===== src/rtl/pwm_sync_pkg.sv =====
`default_nettype none
package pwm_sync_pkg;
  // register indexes; byte address is four times the index
  localparam logic [7:0] idx_timebase_control = 8'h00;
  localparam logic [7:0] idx_timebase_status = 8'h01;
  localparam logic [7:0] idx_phase_value = 8'h03;
  localparam logic [7:0] idx_timebase_count = 8'h04;
  localparam logic [7:0] idx_period_value = 8'h05;
  localparam logic [7:0] idx_compare_control = 8'h07;
  localparam logic [7:0] idx_compare_a_fine_extension = 8'h08;
  localparam logic [7:0] idx_compare_a_value = 8'h09;
  localparam logic [7:0] idx_compare_b_value = 8'h0a;
  localparam logic [7:0] idx_sync_source = 8'h20;
  localparam logic [7:0] idx_compare_a_fine_mirror = 8'h2c;
  localparam logic [7:0] idx_compare_a_mirror = 8'h2d;
  // timebase_control fields
  localparam int tbc_mode_lo = 0;
  localparam int tbc_phase_en = 2;
  localparam int tbc_period_imm = 3;
  localparam int tbc_sync_out_lo = 4;
  localparam int tbc_soft_sync = 6;
  localparam int tbc_div_lo = 7;
  localparam int tbc_div_w = 6;
  localparam int tbc_dir_sel = 13;
  // compare_control fields
  localparam int cc_a_point_lo = 0;
  localparam int cc_b_point_lo = 2;
  localparam int cc_a_shadow_off = 4;
  localparam int cc_b_shadow_off = 6;
  localparam int cc_a_full = 8;
  localparam int cc_b_full = 9;
  // sync source fields
  localparam int ss_dca_en = 0;
  localparam int ss_dcb_en = 1;
  // reset values
  localparam logic [15:0] timebase_control_rst = 16'h0083;
  localparam logic [15:0] compare_control_rst = 16'h0000;
  localparam logic [15:0] period_rst = 16'h0000;
  // address bit span used for decode
  localparam int addr_w = 10;

  typedef enum logic [1:0]
  {
    mode_up = 2'b00,
    mode_down = 2'b01,
    mode_updown = 2'b10,
    mode_frozen = 2'b11
  } count_mode_t;

  typedef enum logic [1:0]
  {
    so_sync_in = 2'b00,
    so_zero = 2'b01,
    so_cmp_b = 2'b10,
    so_off = 2'b11
  } sync_out_sel_t;

  typedef enum logic [1:0]
  {
    lp_zero = 2'b00,
    lp_period = 2'b01,
    lp_both = 2'b10,
    lp_none = 2'b11
  } load_point_t;

  typedef struct packed
  {
    logic cmp_a;
    logic cmp_b;
    logic zero;
    logic period;
  } events_t;
endpackage
`default_nettype wire


===== src/rtl/pwm_timebase_sync_and_compare.sv =====
`timescale 1ns/10ps
`default_nettype none
module pwm_timebase_sync_and_compare
(
  // clock and reset
  input wire logic clock,
  input wire logic rst,
  // avalon-mm slave
  input wire logic [9:0] address,
  input wire logic read,
  input wire logic write,
  input wire logic [3:0] byteenable,
  input wire logic [31:0] writedata,
  output logic [31:0] readdata,
  output logic waitrequest,
  // sync chain and global controls
  input wire logic sync_in_pulse,
  input wire logic global_tick_align,
  input wire logic digital_compare_a_event_one,
  input wire logic digital_compare_b_event_one,
  output logic sync_out_pulse,
  // counter and compare events
  output logic [15:0] timebase_count,
  output logic count_up,
  output pwm_sync_pkg::events_t events
);

  // ==========================================================
  // input synchronisers
  logic sync_in_m_q;
  logic sync_in_s_q;
  logic align_m_q;
  logic align_s_q;
  logic dca_m_q;
  logic dca_s_q;
  logic dcb_m_q;
  logic dcb_s_q;

  always_ff @(posedge clock)
  begin
    if (rst)
    begin
      sync_in_m_q <= 1'b0;
      sync_in_s_q <= 1'b0;
      align_m_q <= 1'b0;
      align_s_q <= 1'b0;
      dca_m_q <= 1'b0;
      dca_s_q <= 1'b0;
      dcb_m_q <= 1'b0;
      dcb_s_q <= 1'b0;
    end
    else
    begin
      sync_in_m_q <= sync_in_pulse;
      sync_in_s_q <= sync_in_m_q;
      align_m_q <= global_tick_align;
      align_s_q <= align_m_q;
      dca_m_q <= digital_compare_a_event_one;
      dca_s_q <= dca_m_q;
      dcb_m_q <= digital_compare_b_event_one;
      dcb_s_q <= dcb_m_q;
    end
  end

  // ==========================================================
  // registers
  logic [15:0] tb_ctl_q;
  logic [15:0] phase_q;
  logic [15:0] prd_shadow_q;
  logic [15:0] prd_active_q;
  logic [15:0] cmp_ctl_q;
  logic [15:0] compare_a_shadow_q;
  logic [15:0] compare_a_active_q;
  logic [15:0] compare_b_shadow_q;
  logic [15:0] compare_b_active_q;
  logic [15:0] compare_a_fine_q;
  logic [1:0] sync_src_q;
  logic soft_sync_q;
  logic compare_a_full_q;
  logic compare_b_full_q;
  logic wait_q;

  logic [7:0] idx;
  logic wr_acc;
  logic rd_acc;
  logic [15:0] wdata;
  logic [15:0] wmask;
  logic [15:0] cnt_q;
  logic dir_up_q;
  logic tick;
  logic load_a;
  logic load_b;
  logic ctr_zero;
  logic ctr_prd;

  assign idx = address[9:2];
  assign wr_acc = write && !wait_q;
  assign rd_acc = read && !wait_q;
  assign wmask = {{8{byteenable[1]}}, {8{byteenable[0]}}};
  assign wdata = writedata[15:0];

  // one wait state per access: request accepted in its second cycle
  always_ff @(posedge clock)
  begin
    if (rst)
      wait_q <= 1'b1;
    else if ((read || write) && wait_q)
      wait_q <= 1'b0;
    else
      wait_q <= 1'b1;
  end

  function automatic logic [15:0] merge(input logic [15:0] old,
                                        input logic [15:0] nw,
                                        input logic [15:0] m);
    merge = (old & ~m) | (nw & m);
  endfunction

  always_ff @(posedge clock)
  begin
    if (rst)
    begin
      tb_ctl_q <= pwm_sync_pkg::timebase_control_rst;
      phase_q <= 16'h0000;
      cmp_ctl_q <= pwm_sync_pkg::compare_control_rst;
      compare_a_fine_q <= 16'h0000;
      sync_src_q <= 2'h0;
    end
    else if (wr_acc)
    begin
      unique case (idx)
        pwm_sync_pkg::idx_timebase_control:
          tb_ctl_q <= merge(tb_ctl_q, wdata, wmask)
                      & ~(16'h0001 << pwm_sync_pkg::tbc_soft_sync);
        pwm_sync_pkg::idx_phase_value:
          phase_q <= merge(phase_q, wdata, wmask);
        pwm_sync_pkg::idx_compare_control:
          cmp_ctl_q <= merge(cmp_ctl_q, wdata, wmask);
        pwm_sync_pkg::idx_compare_a_fine_extension,
        pwm_sync_pkg::idx_compare_a_fine_mirror:
          compare_a_fine_q <= merge(compare_a_fine_q, wdata, wmask);
        pwm_sync_pkg::idx_sync_source:
          sync_src_q <= byteenable[0] ? wdata[1:0] : sync_src_q;
        default:
          ;
      endcase
    end
  end

  // write-one pulse, reads back zero
  always_ff @(posedge clock)
  begin
    if (rst)
      soft_sync_q <= 1'b0;
    else
      soft_sync_q <= wr_acc && byteenable[0]
                     && idx == pwm_sync_pkg::idx_timebase_control
                     && wdata[pwm_sync_pkg::tbc_soft_sync];
  end

  // ==========================================================
  // shadowed period
  always_ff @(posedge clock)
  begin
    if (rst)
    begin
      prd_shadow_q <= pwm_sync_pkg::period_rst;
      prd_active_q <= pwm_sync_pkg::period_rst;
    end
    else
    begin
      if (wr_acc && idx == pwm_sync_pkg::idx_period_value)
      begin
        if (tb_ctl_q[pwm_sync_pkg::tbc_period_imm])
          prd_active_q <= merge(prd_active_q, wdata, wmask);
        else
          prd_shadow_q <= merge(prd_shadow_q, wdata, wmask);
      end
      else if (!tb_ctl_q[pwm_sync_pkg::tbc_period_imm] && tick
               && ctr_zero)
        prd_active_q <= prd_shadow_q;
    end
  end

  // ==========================================================
  // compare shadows
  function automatic logic load_due(input logic [1:0] pt,
                                    input logic z,
                                    input logic p);
    unique case (pwm_sync_pkg::load_point_t'(pt))
      pwm_sync_pkg::lp_zero: load_due = z;
      pwm_sync_pkg::lp_period: load_due = p;
      pwm_sync_pkg::lp_both: load_due = z || p;
      pwm_sync_pkg::lp_none: load_due = 1'b0;
    endcase
  endfunction

  logic wr_a;
  logic wr_b;
  assign wr_a = wr_acc && (idx == pwm_sync_pkg::idx_compare_a_value
                || idx == pwm_sync_pkg::idx_compare_a_mirror);
  assign wr_b = wr_acc && idx == pwm_sync_pkg::idx_compare_b_value;
  assign load_a = !cmp_ctl_q[pwm_sync_pkg::cc_a_shadow_off] && tick
    && load_due(cmp_ctl_q[pwm_sync_pkg::cc_a_point_lo +: 2],
                ctr_zero, ctr_prd);
  assign load_b = !cmp_ctl_q[pwm_sync_pkg::cc_b_shadow_off] && tick
    && load_due(cmp_ctl_q[pwm_sync_pkg::cc_b_point_lo +: 2],
                ctr_zero, ctr_prd);

  always_ff @(posedge clock)
  begin
    if (rst)
    begin
      compare_a_shadow_q <= 16'h0000;
      compare_a_active_q <= 16'h0000;
      compare_a_full_q <= 1'b0;
    end
    else
    begin
      if (wr_a && cmp_ctl_q[pwm_sync_pkg::cc_a_shadow_off])
        compare_a_active_q <= merge(compare_a_active_q, wdata, wmask);
      else if (load_a)
        compare_a_active_q <= compare_a_shadow_q;
      if (wr_a && !cmp_ctl_q[pwm_sync_pkg::cc_a_shadow_off])
        compare_a_shadow_q <= merge(compare_a_shadow_q, wdata, wmask);
      // shadow-full flag: write sets, transfer clears, set wins
      if (wr_a && !cmp_ctl_q[pwm_sync_pkg::cc_a_shadow_off])
        compare_a_full_q <= 1'b1;
      else if (load_a)
        compare_a_full_q <= 1'b0;
    end
  end

  always_ff @(posedge clock)
  begin
    if (rst)
    begin
      compare_b_shadow_q <= 16'h0000;
      compare_b_active_q <= 16'h0000;
      compare_b_full_q <= 1'b0;
    end
    else
    begin
      if (wr_b && cmp_ctl_q[pwm_sync_pkg::cc_b_shadow_off])
        compare_b_active_q <= merge(compare_b_active_q, wdata, wmask);
      else if (load_b)
        compare_b_active_q <= compare_b_shadow_q;
      if (wr_b && !cmp_ctl_q[pwm_sync_pkg::cc_b_shadow_off])
        compare_b_shadow_q <= merge(compare_b_shadow_q, wdata, wmask);
      if (wr_b && !cmp_ctl_q[pwm_sync_pkg::cc_b_shadow_off])
        compare_b_full_q <= 1'b1;
      else if (load_b)
        compare_b_full_q <= 1'b0;
    end
  end

  // ==========================================================
  // time-base tick divider, gated by global align
  logic [5:0] div_q;
  logic tick_q;
  assign tick = tick_q;

  always_ff @(posedge clock)
  begin
    if (rst || !align_s_q)
    begin
      div_q <= 6'h00;
      tick_q <= 1'b0;
    end
    else if (div_q == tb_ctl_q[pwm_sync_pkg::tbc_div_lo +: 6])
    begin
      div_q <= 6'h00;
      tick_q <= 1'b1;
    end
    else
    begin
      div_q <= div_q + 6'h01;
      tick_q <= 1'b0;
    end
  end

  // ==========================================================
  // sync strobe: sources merged, held until the next tick
  logic sync_strobe;
  logic sync_pend_q;
  assign sync_strobe = sync_in_s_q || soft_sync_q
    || (sync_src_q[pwm_sync_pkg::ss_dca_en] && dca_s_q)
    || (sync_src_q[pwm_sync_pkg::ss_dcb_en] && dcb_s_q);

  always_ff @(posedge clock)
  begin
    if (rst)
      sync_pend_q <= 1'b0;
    else if (tick)
      sync_pend_q <= 1'b0;
    else if (sync_strobe)
      sync_pend_q <= 1'b1;
  end

  logic sync_now;
  assign sync_now = tick && (sync_pend_q || sync_strobe);

  // ==========================================================
  // counter
  pwm_sync_pkg::count_mode_t mode;
  assign mode = pwm_sync_pkg::count_mode_t'(
    tb_ctl_q[pwm_sync_pkg::tbc_mode_lo +: 2]);
  assign ctr_zero = cnt_q == 16'h0000;
  assign ctr_prd = cnt_q == prd_active_q;

  always_ff @(posedge clock)
  begin
    if (rst)
    begin
      cnt_q <= 16'h0000;
      dir_up_q <= 1'b1;
    end
    else if (wr_acc && idx == pwm_sync_pkg::idx_timebase_count)
      cnt_q <= merge(cnt_q, wdata, wmask);
    else if (sync_now && tb_ctl_q[pwm_sync_pkg::tbc_phase_en]
             && mode != pwm_sync_pkg::mode_frozen)
    begin
      cnt_q <= phase_q;
      if (mode == pwm_sync_pkg::mode_updown)
        dir_up_q <= tb_ctl_q[pwm_sync_pkg::tbc_dir_sel];
      else
        dir_up_q <= mode == pwm_sync_pkg::mode_up;
    end
    else if (tick)
    begin
      unique case (mode)
        pwm_sync_pkg::mode_up:
        begin
          dir_up_q <= 1'b1;
          cnt_q <= ctr_prd ? 16'h0000 : cnt_q + 16'h0001;
        end
        pwm_sync_pkg::mode_down:
        begin
          dir_up_q <= 1'b0;
          cnt_q <= ctr_zero ? prd_active_q : cnt_q - 16'h0001;
        end
        pwm_sync_pkg::mode_updown:
        begin
          if (dir_up_q && (ctr_prd || cnt_q > prd_active_q))
          begin
            dir_up_q <= 1'b0;
            cnt_q <= cnt_q - 16'h0001;
          end
          else if (!dir_up_q && ctr_zero)
          begin
            dir_up_q <= 1'b1;
            cnt_q <= cnt_q + 16'h0001;
          end
          else if (dir_up_q)
            cnt_q <= cnt_q + 16'h0001;
          else
            cnt_q <= cnt_q - 16'h0001;
        end
        pwm_sync_pkg::mode_frozen:
          cnt_q <= cnt_q;
      endcase
    end
  end

  // ==========================================================
  // registered outputs
  always_ff @(posedge clock)
  begin
    if (rst)
    begin
      timebase_count <= 16'h0000;
      count_up <= 1'b1;
      events <= '0;
    end
    else
    begin
      timebase_count <= cnt_q;
      count_up <= dir_up_q;
      events.cmp_a <= tick && cnt_q == compare_a_active_q;
      events.cmp_b <= tick && cnt_q == compare_b_active_q;
      events.zero <= tick && ctr_zero;
      events.period <= tick && ctr_prd;
    end
  end

  // passes sync_now when sync-out select is so_sync_in: three clocks after input when tick runs every clock
  always_ff @(posedge clock)
  begin
    if (rst)
      sync_out_pulse <= 1'b0;
    else
    begin
      unique case (pwm_sync_pkg::sync_out_sel_t'(
        tb_ctl_q[pwm_sync_pkg::tbc_sync_out_lo +: 2]))
        pwm_sync_pkg::so_sync_in: sync_out_pulse <= sync_now;
        pwm_sync_pkg::so_zero: sync_out_pulse <= tick && ctr_zero;
        pwm_sync_pkg::so_cmp_b:
          sync_out_pulse <= tick && cnt_q == compare_b_active_q;
        pwm_sync_pkg::so_off: sync_out_pulse <= 1'b0;
      endcase
    end
  end

  // ==========================================================
  // read data and handshake
  logic [15:0] rd_val;
  always_comb
  begin
    unique case (idx)
      pwm_sync_pkg::idx_timebase_control: rd_val = tb_ctl_q;
      pwm_sync_pkg::idx_timebase_status:
        rd_val = {15'h0000, dir_up_q};
      pwm_sync_pkg::idx_phase_value: rd_val = phase_q;
      pwm_sync_pkg::idx_timebase_count: rd_val = cnt_q;
      pwm_sync_pkg::idx_period_value:
        rd_val = tb_ctl_q[pwm_sync_pkg::tbc_period_imm] ? prd_active_q
                                                       : prd_shadow_q;
      pwm_sync_pkg::idx_compare_control:
        rd_val = {6'h00, compare_b_full_q, compare_a_full_q, cmp_ctl_q[7:0]};
      pwm_sync_pkg::idx_compare_a_fine_extension,
      pwm_sync_pkg::idx_compare_a_fine_mirror: rd_val = compare_a_fine_q;
      pwm_sync_pkg::idx_compare_a_value,
      pwm_sync_pkg::idx_compare_a_mirror:
        rd_val = cmp_ctl_q[pwm_sync_pkg::cc_a_shadow_off] ? compare_a_active_q
                                                         : compare_a_shadow_q;
      pwm_sync_pkg::idx_compare_b_value:
        rd_val = cmp_ctl_q[pwm_sync_pkg::cc_b_shadow_off] ? compare_b_active_q
                                                         : compare_b_shadow_q;
      pwm_sync_pkg::idx_sync_source: rd_val = {14'h0000, sync_src_q};
      default: rd_val = 16'h0000;
    endcase
  end

  always_ff @(posedge clock)
  begin
    if (rst)
    begin
      readdata <= 32'h00000000;
      waitrequest <= 1'b1;
    end
    else
    begin
      waitrequest <= !((read || write) && wait_q);
      if (read && wait_q)
        readdata <= {16'h0000, rd_val};
    end
  end

endmodule
`default_nettype wire


===== config.mk =====
export PLATFORM = sky130hd
export DESIGN_NAME = pwm_timebase_sync_and_compare
export DESIGN_NICKNAME = d
export VERILOG_FILES = /design/src/rtl/pwm_sync_pkg.sv /design/src/rtl/pwm_timebase_sync_and_compare.sv
export SDC_FILE = /design/constraint.sdc
export NUM_CORES = 1
export LEC_CHECK = 0
export ABC_AREA = 1
export BUFFER_PORTS_ARGS = -buffer_cell sky130_fd_sc_hd__buf_2
export CORE_ASPECT_RATIO = 0.7
export CORE_MARGIN = 5
export CORE_UTILIZATION = 40
export CTS_BUF_LIST = sky130_fd_sc_hd__clkbuf_16
export DETAILED_ROUTE_END_ITERATION = 8
export GPL_TIMING_DRIVEN = 0
export PLACE_DENSITY_LB_ADDON = 0.15
export RECOVER_POWER = 100
export SYNTH_ARGS = -nofsm -noshare
export SYNTH_HDL_FRONTEND = slang
export SYNTH_SLANG_ARGS = --single-unit

===== constraint.sdc =====
create_clock -name clock -period 2.3 [get_ports clock]
set_input_delay 0.115 -clock clock [delete_from_list [all_inputs] [get_ports clock]]
set_output_delay 0.115 -clock clock [all_outputs]
set_load 0.005 [all_outputs]

==> summary.txt, run 1 <==
Final setup violation count -> 24
share of the synthesized area in the top cell type -> 0.340
Int Power -> 6410 uW
clk_skew -> 0.0229 ns
Worst slew margin -> 0.221
Final Critical Period -> 2.34 ns
depth of the most critical reg-to-reg path -> 15
Clk pwr share -> 0.483
CTS tree -> yes
Clock Tree Root -> clkbuf_16
Tightest Pin Transition -> 1.17 ns
Critical Path Source Type -> flop
Hold Startpoint -> byteenable[1]
Hold Path Class -> input pin to flop
DRC -> 0
io pins -> 109
TritonCTS buffer count -> 26
met1 Usage GRT -> 0.497
drt total wl -> 65.8 mm
# H-tree levels -> 1
crit-path cells -> buf_8 > inv_8 > ha_4 > nand2_4 > nor2_4 > nand2_4 > nor2_4 > inv_2 > o21ai_2 > nand4_1 > nand2_4 > buf_6 > o2111ai_2 > nand2_1 > nor2_1
Synth warnings -> 0
initial core utilization -> 0.403
initial drt markers -> 2534
Synth Register Bits -> 228
DRT antenna net count -> 0
via count of the first global-routing pass -> 13800
# clock sinks -> 228
initial antenna violation count -> 1
Top cell by count, worst path -> nand2_4
slowest stage cell, crit path -> dfxtp_2
commonest non-fill, non-tap cell in the layout -> nand2_1
DP HPWL -> 50.2 mm
most frequent cells in the layout -> nand2_1, dfxtp_1, nor2_1, a21oi_1, o21ai_0
Seq. cell area -> 4620 um^2
Layout fillers -> 3397
CP endpoint kind -> flop
ranking of synthesized cells by area -> dfxtp_1, nand2_1, a21oi_1
crit-path max cell delay -> 0.34 ns
switch share -> 0.259
Tcrit/Tclk final -> 1.02
CP max FO -> 7
DR vias/cell -> 5.97
clock buffer depth -> 3
pwr dens -> 520 nW/um^2
Cells after Synth -> 1982
gpl congestion -> 1.10
largest net degree at the start of global routing -> 20
Pleak -> 0.00655 uW
Final nets -> 2236
worst endpoint data arrival time -> 2.79 ns
Hold Path Cell Cnt -> 4
Final Max Tran Viols -> 0
full die area -> 37400 um^2
Worst Path Buf+Inv -> 4
Psw -> 2250 uW
Avg Synthesized Cell Area -> 6.78 um^2
power share of the combinational group -> 0.060
global route hottest layer -> met1
failing checks -> negative setup slack
setup slack after layout -> -0.0446 ns
sequential area share after synthesis -> 0.340
first-pass GRT wire length -> 93.4 mm
max-cap violation count -> 0
Synth area leader -> dfxtp_1
RSZ-0062 raised after global routing -> yes
maximum VDD drop -> 489 uV
gr ovfl total -> 0
met2 Use GR -> 0.455
final core utilization -> 0.499
hold slack -> 0.192 ns
mapped cell area -> 13400 um^2
Core Box Area -> 33400 um^2
die width -> 229 um
reg-to-reg slack, setup -> -0.04 ns
met3 Usage GRT -> 0.121
layout cells sized above 1 -> 0.198
All-Layer GR Usage -> 0.334
Clk Latency, worst-skew pair -> 0.56 ns
Req. time, crit path -> 2.75 ns
die height -> 163 um
Area Overhead vs Synth -> 23.8%
routed len/inst -> 25.2 um
Cell variety after synth -> 57
status -> complete, but fails checks
Worst-path clk slew -> 0.07 ns
CP delay by family, top -> simple AND/OR/NAND/NOR gates
routed vias -> 15600
Fmax -> 427 MHz
Crit Path Class -> flop to flop
Pre-Repair DR Iteration Count -> 6
total power -> 8660 uW
Cell Rows -> 56
fraction of power consumed by sequential logic -> 0.457
IO buf count -> 70
final hold viol count -> 0
multi-input logic area -> 8180 um^2
==> worst min-delay path, stage by stage <==
cell     delay (ns)
buf_2          0.23
o21ai_2        0.20
nand2_1        0.10
a21oi_1        0.05
==> cell usage after synthesis (all sizes together) <==
cell type / number
a2111oi: 1
a211oi: 35
a21boi: 1
a21o: 2
a21oi: 182
a221oi: 3
a31oi: 16
and2: 7
and3: 1
buf: 80
clkbuf: 44
clkinv: 2
conb: 1
dfxtp: 228
ha: 24
inv: 193
mux2i: 20
nand2: 499
nand3: 106
nand3b: 1
nand4: 11
nor2: 199
nor3: 17
nor3b: 1
nor4: 5
o2111ai: 38
o211a: 2
o211ai: 25
o21a: 1
o21ai: 178
o21bai: 1
o221ai: 7
o22a: 3
o22ai: 18
o31ai: 3
o32ai: 2
or2: 4
xnor2: 2
xor2: 19
==> logic make-up after synthesis <==
| logic type | after synthesis | share of synthesized area |
|---|---|---|
| AOI/OAI and AO/OA | 518 | 0.228 |
| and+or+nand+nor | 851 | 0.274 |
| buffers and inverters | 319 | 0.107 |
| xor gates and xnor gates | 21 | 0.0137 |
| muxes | 20 | 0.0149 |
| adders and majority gates | 24 | 0.0223 |
| other | 1 | 0.000279 |
| DFF | 228 | 0.340 |
==> layout make-up <==
class                           instances  share of cell area
Inverter                              195              0.0465
Clock buffer                           27              0.0406
Timing Repair Buffer                  135              0.0546
Sequential cell                       228               0.278
Clock inverter                         20             0.00902
Tap cell                              435              0.0327
Multi-Input combinational cell       1450               0.491
Antenna cell                            1            0.000150
Buffer                                122              0.0471
==> through the flow <==
stage	setup slack, ns	std cells	instance area [um^2]	TNS (ns)
after global routing	-0.103	2612	16600	-1.86
after floorplan	0.233	1997	13500	0
after detailed placement	-0.784	2502	14400	-36.43
final	-0.0446	2613	16600	-0.583
after CTS	-0.0634	2594	15900	-0.740
after global placement	-0.797	2502	14400	-36.64
==> routing by layer <==
layer | part of all wire | routed length (um)
met1 | 0.43 | 28300
met2 | 0.39 | 25400
met3 | 0.15 | 10200
met4 | 0.029 | 1930
met5 | 0 | 0
==> worst max-delay path by stage <==
stage	start	endpoint	slack (ns)	depth (start not counted)
2_1_floorplan	flop	flop	0.23	15
3_3_place_gp	flop	flop	-0.80	15
3_5_place_dp	flop	flop	-0.78	15
4_1_cts	flop	flop	-0.06	15
5_1_grt	flop	flop	-0.10	14
6_report	flop	flop	-0.04	15
==> power by group through the flow <==
stage	Sequential (uW)	Clock, uW	Combinational (uW)
detailed placement	4060	0	445
global route	3960	4370	529
global placement	4060	0	446
floorplan	4060	0	217
finish	3960	4180	519
CTS	3960	4190	478
==> timing repair <==
item / 4_1_cts / 5_1_grt
gates cloned: 4 / 2
pin swaps: 20 / 30
setup endpoints to repair: 71 / 57
setup buffers: 21 / 16
hold buffers: 22 / 0
endpoints found under the hold margin: 30 / 0
resized for setup: 89 / 157
No activity file was read; power rests on OpenSTA's default activity.
==> run 2, diff against run 1 <==
- RECOVER_POWER: 100 -> 50
- clock period: 2.3 -> 2 ns (I/O delays scaled with it)
==> summary.txt, run 2 (synthesized netlist as in run 1, its figures left out) <==
Hold Path Class -> input pin to flop
DRT antenna net count -> 0 (unchanged)
Final Critical Period -> 2.32 ns (-0.0233 ns)
DP HPWL -> 51.2 mm (+1.9%)
die width -> 229 um (unchanged)
Final Cell Area -> 17400 um^2 (+4.4%)
Top cell by count, worst path -> nand2_2
setup slack after layout -> -0.321 ns (-0.277 ns)
crit-path max cell delay -> 0.35 ns (about the same)
via count of the first global-routing pass -> 14200 (+2.8%)
Area Overhead vs Synth -> 29.2%
Worst slew margin -> 0.214 (-0.00675)
Clk pwr share -> 0.485 (+0.002)
max-cap violation count -> 0 (unchanged)
initial antenna violation count -> 3 (+2)
Fmax -> 431 MHz (+1.0%)
initial core utilization -> 0.403 (unchanged)
CTS tree -> yes
Final setup violation count -> 67 (+180%)
gr ovfl total -> 0 (unchanged)
# H-tree levels -> 1 (unchanged)
IO buf count -> 70 (unchanged)
Finished Layout Cells -> 2658 (+1.7%)
placed cell count -> 2502 (unchanged)
CP endpoint kind -> flop
failing checks -> negative setup slack
Core Box Area -> 33400 um^2 (unchanged)
RSZ-0062 raised after global routing -> yes
highest routing layer actually used -> met4
routed vias -> 15800 (+1.2%)
Req. time, crit path -> 2.45 ns (-0.30 ns)
All-Layer GR Usage -> 0.348 (+0.0132)
Placed Area -> 14400 um^2 (about the same)
maximum VDD drop -> 660 uV (+35%)
drt total wl -> 68.2 mm (+3.6%)
DRC -> 0 (unchanged)
clock buffer depth -> 3 (unchanged)
Crit Path Class -> flop to flop
Clock Tree Root -> clkbuf_16
power share of the combinational group -> 0.061 (about the same)
crit-path cells -> buf_8 > inv_12 > ha_4 > nand2_2 > nor2_2 > nand2_2 > nor2_4 > inv_2 > o21ai_1 > nand4_1 > nand2_4 > buf_6 > o2111ai_1 > nand2_1 > nor2_1
status -> complete, but fails checks
first-pass GRT wire length -> 96.9 mm (+3.7%)
met3 WL -> 10.8 mm (+5.7%)
metal2 WL -> 25.7 mm (+1.2%)
slowest stage cell, crit path -> dfxtp_2
Pleak -> 0.00694 uW (+5.8%)
Psw -> 2530 uW (+12%)
Tightest Pin Transition -> 1.18 ns (+0.0101 ns)
Final Max Tran Viols -> 0 (unchanged)
initial drt markers -> 2695 (+6.4%)
most frequent cells in the layout -> nand2_1, dfxtp_1, a21oi_1, nor2_1, inv_1
TritonCTS buffer count -> 26 (unchanged)
routed len/inst -> 25.7 um (+1.8%)
Hold Startpoint -> writedata[1]
Clk Latency, worst-skew pair -> 0.56 ns (about the same)
commonest non-fill, non-tap cell in the layout -> nand2_1
# diodes -> 0 (-1)
switch share -> 0.253 (-0.00675)
fraction of power consumed by sequential logic -> 0.455 (-0.002)
final hold viol count -> 0 (unchanged)
Worst Path Buf+Inv -> 4 (unchanged)
Cell Rows -> 56 (unchanged)
io pins -> 109 (unchanged)
Critical Path Source Type -> flop
pwr dens -> 576 nW/um^2 (+11%)
DRT met1 WL -> 29.4 mm (+4.0%)
CP delay by family, top -> simple AND/OR/NAND/NOR gates
die height -> 163 um (unchanged)
gpl congestion -> 1.05 (-4.8%)
Tcrit/Tclk final -> 1.16 (+0.141)
CP max FO -> 6 (-1)
largest net degree at the start of global routing -> 13 (-35%)
Worst-path clk slew -> 0.07 ns (about the same)
layout cells sized above 1 -> 0.230 (+0.0328)
worst endpoint data arrival time -> 2.77 ns (-0.02 ns)
clk_skew -> 0.0253 ns (+0.00233 ns)
Int Power -> 7470 uW (+17%)
DR vias/cell -> 5.94 (-0.56%)
Pre-Repair DR Iteration Count -> 6 (unchanged)
Final nets -> 2285 (+2.2%)
full die area -> 37400 um^2 (unchanged)
# clock sinks -> 228 (unchanged)
-- run 2: cell types whose count changed in the layout (fill, tap and decap cells not counted), moves of 6 or more --
cell	previous run	this run
nor2_4	17	24
o21ai_0	163	149
o21ai_1	9	19
nand2_2	29	39
buf_4	60	103
buf_6	23	32
nand3_2	11	5
o2111ai_2	26	19
nand2_1	459	447
buf_2	70	62
-- run 2: final timing paths --
check / to / slack, ns / cells past startpoint
max reg2reg: flop / -0.32 / 15
max: flop / -0.32 / 15
min reg2reg: dca_s_q$_SDFF_PP0_ / 0.40 / 2
min: flop / 0.04 / 3
-- run 2: per-stage QoR --
stage	worst slack (ns)	hold WS (ns)	setup TNS [ns]	utilization	total power, uW
CTS	-0.307	0.00265	-12.17	0.500	9950
finish	-0.321	0.0356	-13.28	0.521	10000
detailed placement	-0.899	0.305	-51.98	0.432	5180
global placement	-0.934	0.302	-54.27	0.432	5180
floorplan	0.0128	0.207	0	-	4910
global route	-0.361	0.0433	-17.29	0.521	10200
-- run 2: routing by layer --
layer / vias up / GRT usage
met5: - / 0
met4: 0 / 0.0967
met3: 141 / 0.129
met2: 1103 / 0.465
li1: 7078 / -
met1: 7462 / 0.517
-- run 2: area by class of cell --
type	instances	area, um^2
Multi-Input combinational cell	1452	8390
Tap cell	435	544
Clock buffer	27	676
Clock inverter	17	148
Fill cell	3365	16000
Sequential cell	228	4640
Buffer	124	857
Inverter	195	812
Timing Repair Buffer	180	1310
-- run 2: power by group through the flow --
| stage | clock network (uW) | registers, uW | logic, uW |
|---|---|---|---|
| floorplan | 0 | 4660 | 249 |
| global placement | 0 | 4670 | 514 |
| detailed placement | 0 | 4670 | 514 |
| CTS | 4840 | 4550 | 559 |
| global route | 5020 | 4550 | 622 |
| finish | 4850 | 4550 | 606 |
-- run 2: what timing repair did --
action	CTS	global route
setup endpoints to repair	92	101
hold endpoints to repair	23	0
resized for setup	211	142
pin swaps	44	44
hold buffers	19	0
gates cloned	6	1
setup buffers	58	29
-- run 2: worst reg2reg max path: cells and delay by family, from the launching register on --
kind                     cells  cell delay [ns]
AND/OR/NAND/NOR              8             0.96
buffers and inverters        4             0.44
flip-flops                   1             0.35
adder cells (fa/ha/maj)      1             0.25
AO/OA/AOI/OAI                2             0.24
==> run 3, diff against run 2 <==
- clock period: 2 -> 3 ns (I/O delays scaled with it)
==> summary.txt, run 3 (synthesized netlist as in run 1, its figures left out) <==
reg-to-reg slack, setup -> 0.09 ns (+0.41 ns)
Final setup violation count -> 0 (-100%)
first-pass GRT wire length -> 91.5 mm (-5.6%)
Final nets -> 2192 (-4.1%)
via count of the first global-routing pass -> 13600 (-4.2%)
clk_skew -> 0.0182 ns (-0.00706 ns)
status -> finished clean
# clock sinks -> 228 (unchanged)
# H-tree levels -> 1 (unchanged)
Placed Area -> 14400 um^2 (about the same)
largest net degree at the start of global routing -> 14 (+1)
Pre-Repair DR Iteration Count -> 7 (+1)
clock buffer depth -> 3 (unchanged)
commonest non-fill, non-tap cell in the layout -> nand2_1
maximum VDD drop -> 374 uV (-43%)
Tcrit/Tclk final -> 0.969 (-0.192)
Tightest Pin Transition -> 1.15 ns (-0.0336 ns)
gr ovfl total -> 0 (unchanged)
Clk Latency, worst-skew pair -> 0.56 ns (about the same)
most frequent cells in the layout -> nand2_1, dfxtp_1, nor2_1, a21oi_1, inv_1
pwr dens -> 432 nW/um^2 (-25%)
routed len/inst -> 25.0 um (-2.5%)
Worst-path clk slew -> 0.07 ns (about the same)
layout cells sized above 1 -> 0.109 (-0.122)
CTS tree -> yes
Fmax -> 344 MHz (-20%)
DR vias/cell -> 5.89 (-0.78%)
hold slack -> 0.0275 ns (-0.00809 ns)
DRT antenna net count -> 0 (unchanged)
drt total wl -> 64.3 mm (-5.8%)
Cell Rows -> 56 (unchanged)
CP endpoint kind -> flop
Area Overhead vs Synth -> 14.1%
Req. time, crit path -> 3.47 ns (+1.02 ns)
IO buf count -> 70 (unchanged)
gpl congestion -> 1.10 (+5.1%)
die height -> 163 um (unchanged)
Hold Path Class -> input pin to flop
initial antenna violation count -> 4 (+1)
DRC -> 0 (unchanged)
TritonCTS buffer count -> 26 (unchanged)
io pins -> 109 (unchanged)
max-cap violation count -> 0 (unchanged)
routed vias -> 15100 (-4.1%)
Final Cell Area -> 15300 um^2 (-12%)
Final Critical Period -> 2.91 ns (+0.586 ns)
full die area -> 37400 um^2 (unchanged)
die width -> 229 um (unchanged)
Crit Path Class -> flop to flop
DP HPWL -> 50.2 mm (-1.8%)
Final Max Tran Viols -> 0 (unchanged)
Core Box Area -> 33400 um^2 (unchanged)
final hold viol count -> 0 (unchanged)
All-Layer GR Usage -> 0.330 (-0.0178)
initial drt markers -> 2447 (-9.2%)
Critical Path Source Type -> flop
CP max FO -> 10 (+4)
Worst slew margin -> 0.236 (+0.0224)
initial core utilization -> 0.403 (unchanged)
Pleak -> 0.00618 uW (-11%)
Clock Tree Root -> clkbuf_16
worst endpoint data arrival time -> 3.38 ns (+0.61 ns)
## run 3: cell count changes in the layout (fill, tap and decap cells not counted), sizes merged
cell	previous run	this run
o21ai	180	178
clkinvlp	11	2
clkbuf	93	99
dlygate4sd3	19	18
bufinv	3	2
inv	191	195
clkinv	7	16
diode	0	1
buf	219	123
## run 3: power breakdown
| part | leakage, uW | internal (uW) | switching [uW] | total (uW) |
|---|---|---|---|---|
| clock | 0.000412 | 1800 | 1400 | 3190 |
| sequential | 0.00184 | 3040 | 7.42 | 3040 |
| combinational | 0.00393 | 87.9 | 295 | 383 |
## run 3: path summary, 6_finish.rpt
check	startpoint	end	cells past startpoint
worst max-delay path	flop	flop	15
worst max register to register	flop	flop	15
worst min register to register	align_m_q$_SDFF_PP0_	align_s_q$_SDFF_PP0_	2
worst min-delay path	writedata[14]	flop	3
## run 3: area by class of cell
| type | instances | area (um^2) |
|---|---|---|
| Multi-Input combinational cell | 1450 | 7460 |
| Clock inverter | 20 | 150 |
| Timing Repair Buffer | 89 | 508 |
| Sequential cell | 228 | 4570 |
| Fill cell | 3488 | 18000 |
| Antenna cell | 1 | 2.50 |
| Buffer | 124 | 699 |
| Clock buffer | 27 | 676 |
| Tap cell | 435 | 544 |
| Inverter | 195 | 732 |
## run 3: what timing repair did
| action | 4_1_cts | 5_1_grt |
|---|---|---|
| setup buffers | 0 | 1 |
| pin swaps | 0 | 1 |
| endpoints found under the setup margin | 34 | 43 |
| hold buffers | 18 | 0 |
| cloned | 0 | 0 |
| hold endpoints to repair | 17 | 0 |
| resized for setup | 2 | 5 |
## run 3: metrics by stage
| step | setup TNS, ns | total power, uW | util | std cells | setup WS (ns) |
|---|---|---|---|---|---|
| floorplan | 0 | 3280 | - | 1997 | 0.933 |
| global placement | -1.43 | 3450 | 0.432 | 2502 | -0.0974 |
| detailed placement | -1.11 | 3450 | 0.432 | 2502 | -0.0844 |
| CTS | 0 | 6620 | 0.462 | 2567 | 0.0600 |
| global route | -0.00121 | 6790 | 0.460 | 2568 | -0.00121 |
| finish | 0 | 6620 | 0.460 | 2569 | 0.0932 |
## run 3: routing by layer
layer / up-vias / GRT usage / wire, um
li1: 6889 / - / -
met1: 7091 / 0.464 / 27200
met2: 1013 / 0.443 / 24300
met3: 139 / 0.165 / 10600
met4: 4 / 0.0888 / 2030
met5: - / 0 / 27
## run 3: worst max-delay path: stages, from the launching register on
cell and delay [ns]:
dfxtp_1 0.31, clkbuf_4 0.20, inv_2 0.23, ha_1 0.29, nand2_1 0.07, nor2_1 0.05
nand2_2 0.17, nor2_4 0.09, nor2_1 0.24, inv_1 0.13, buf_2 0.23, a21oi_1 0.33
nor2_1 0.07, nand2_1 0.15, nand2_1 0.06, a21oi_1 0.18
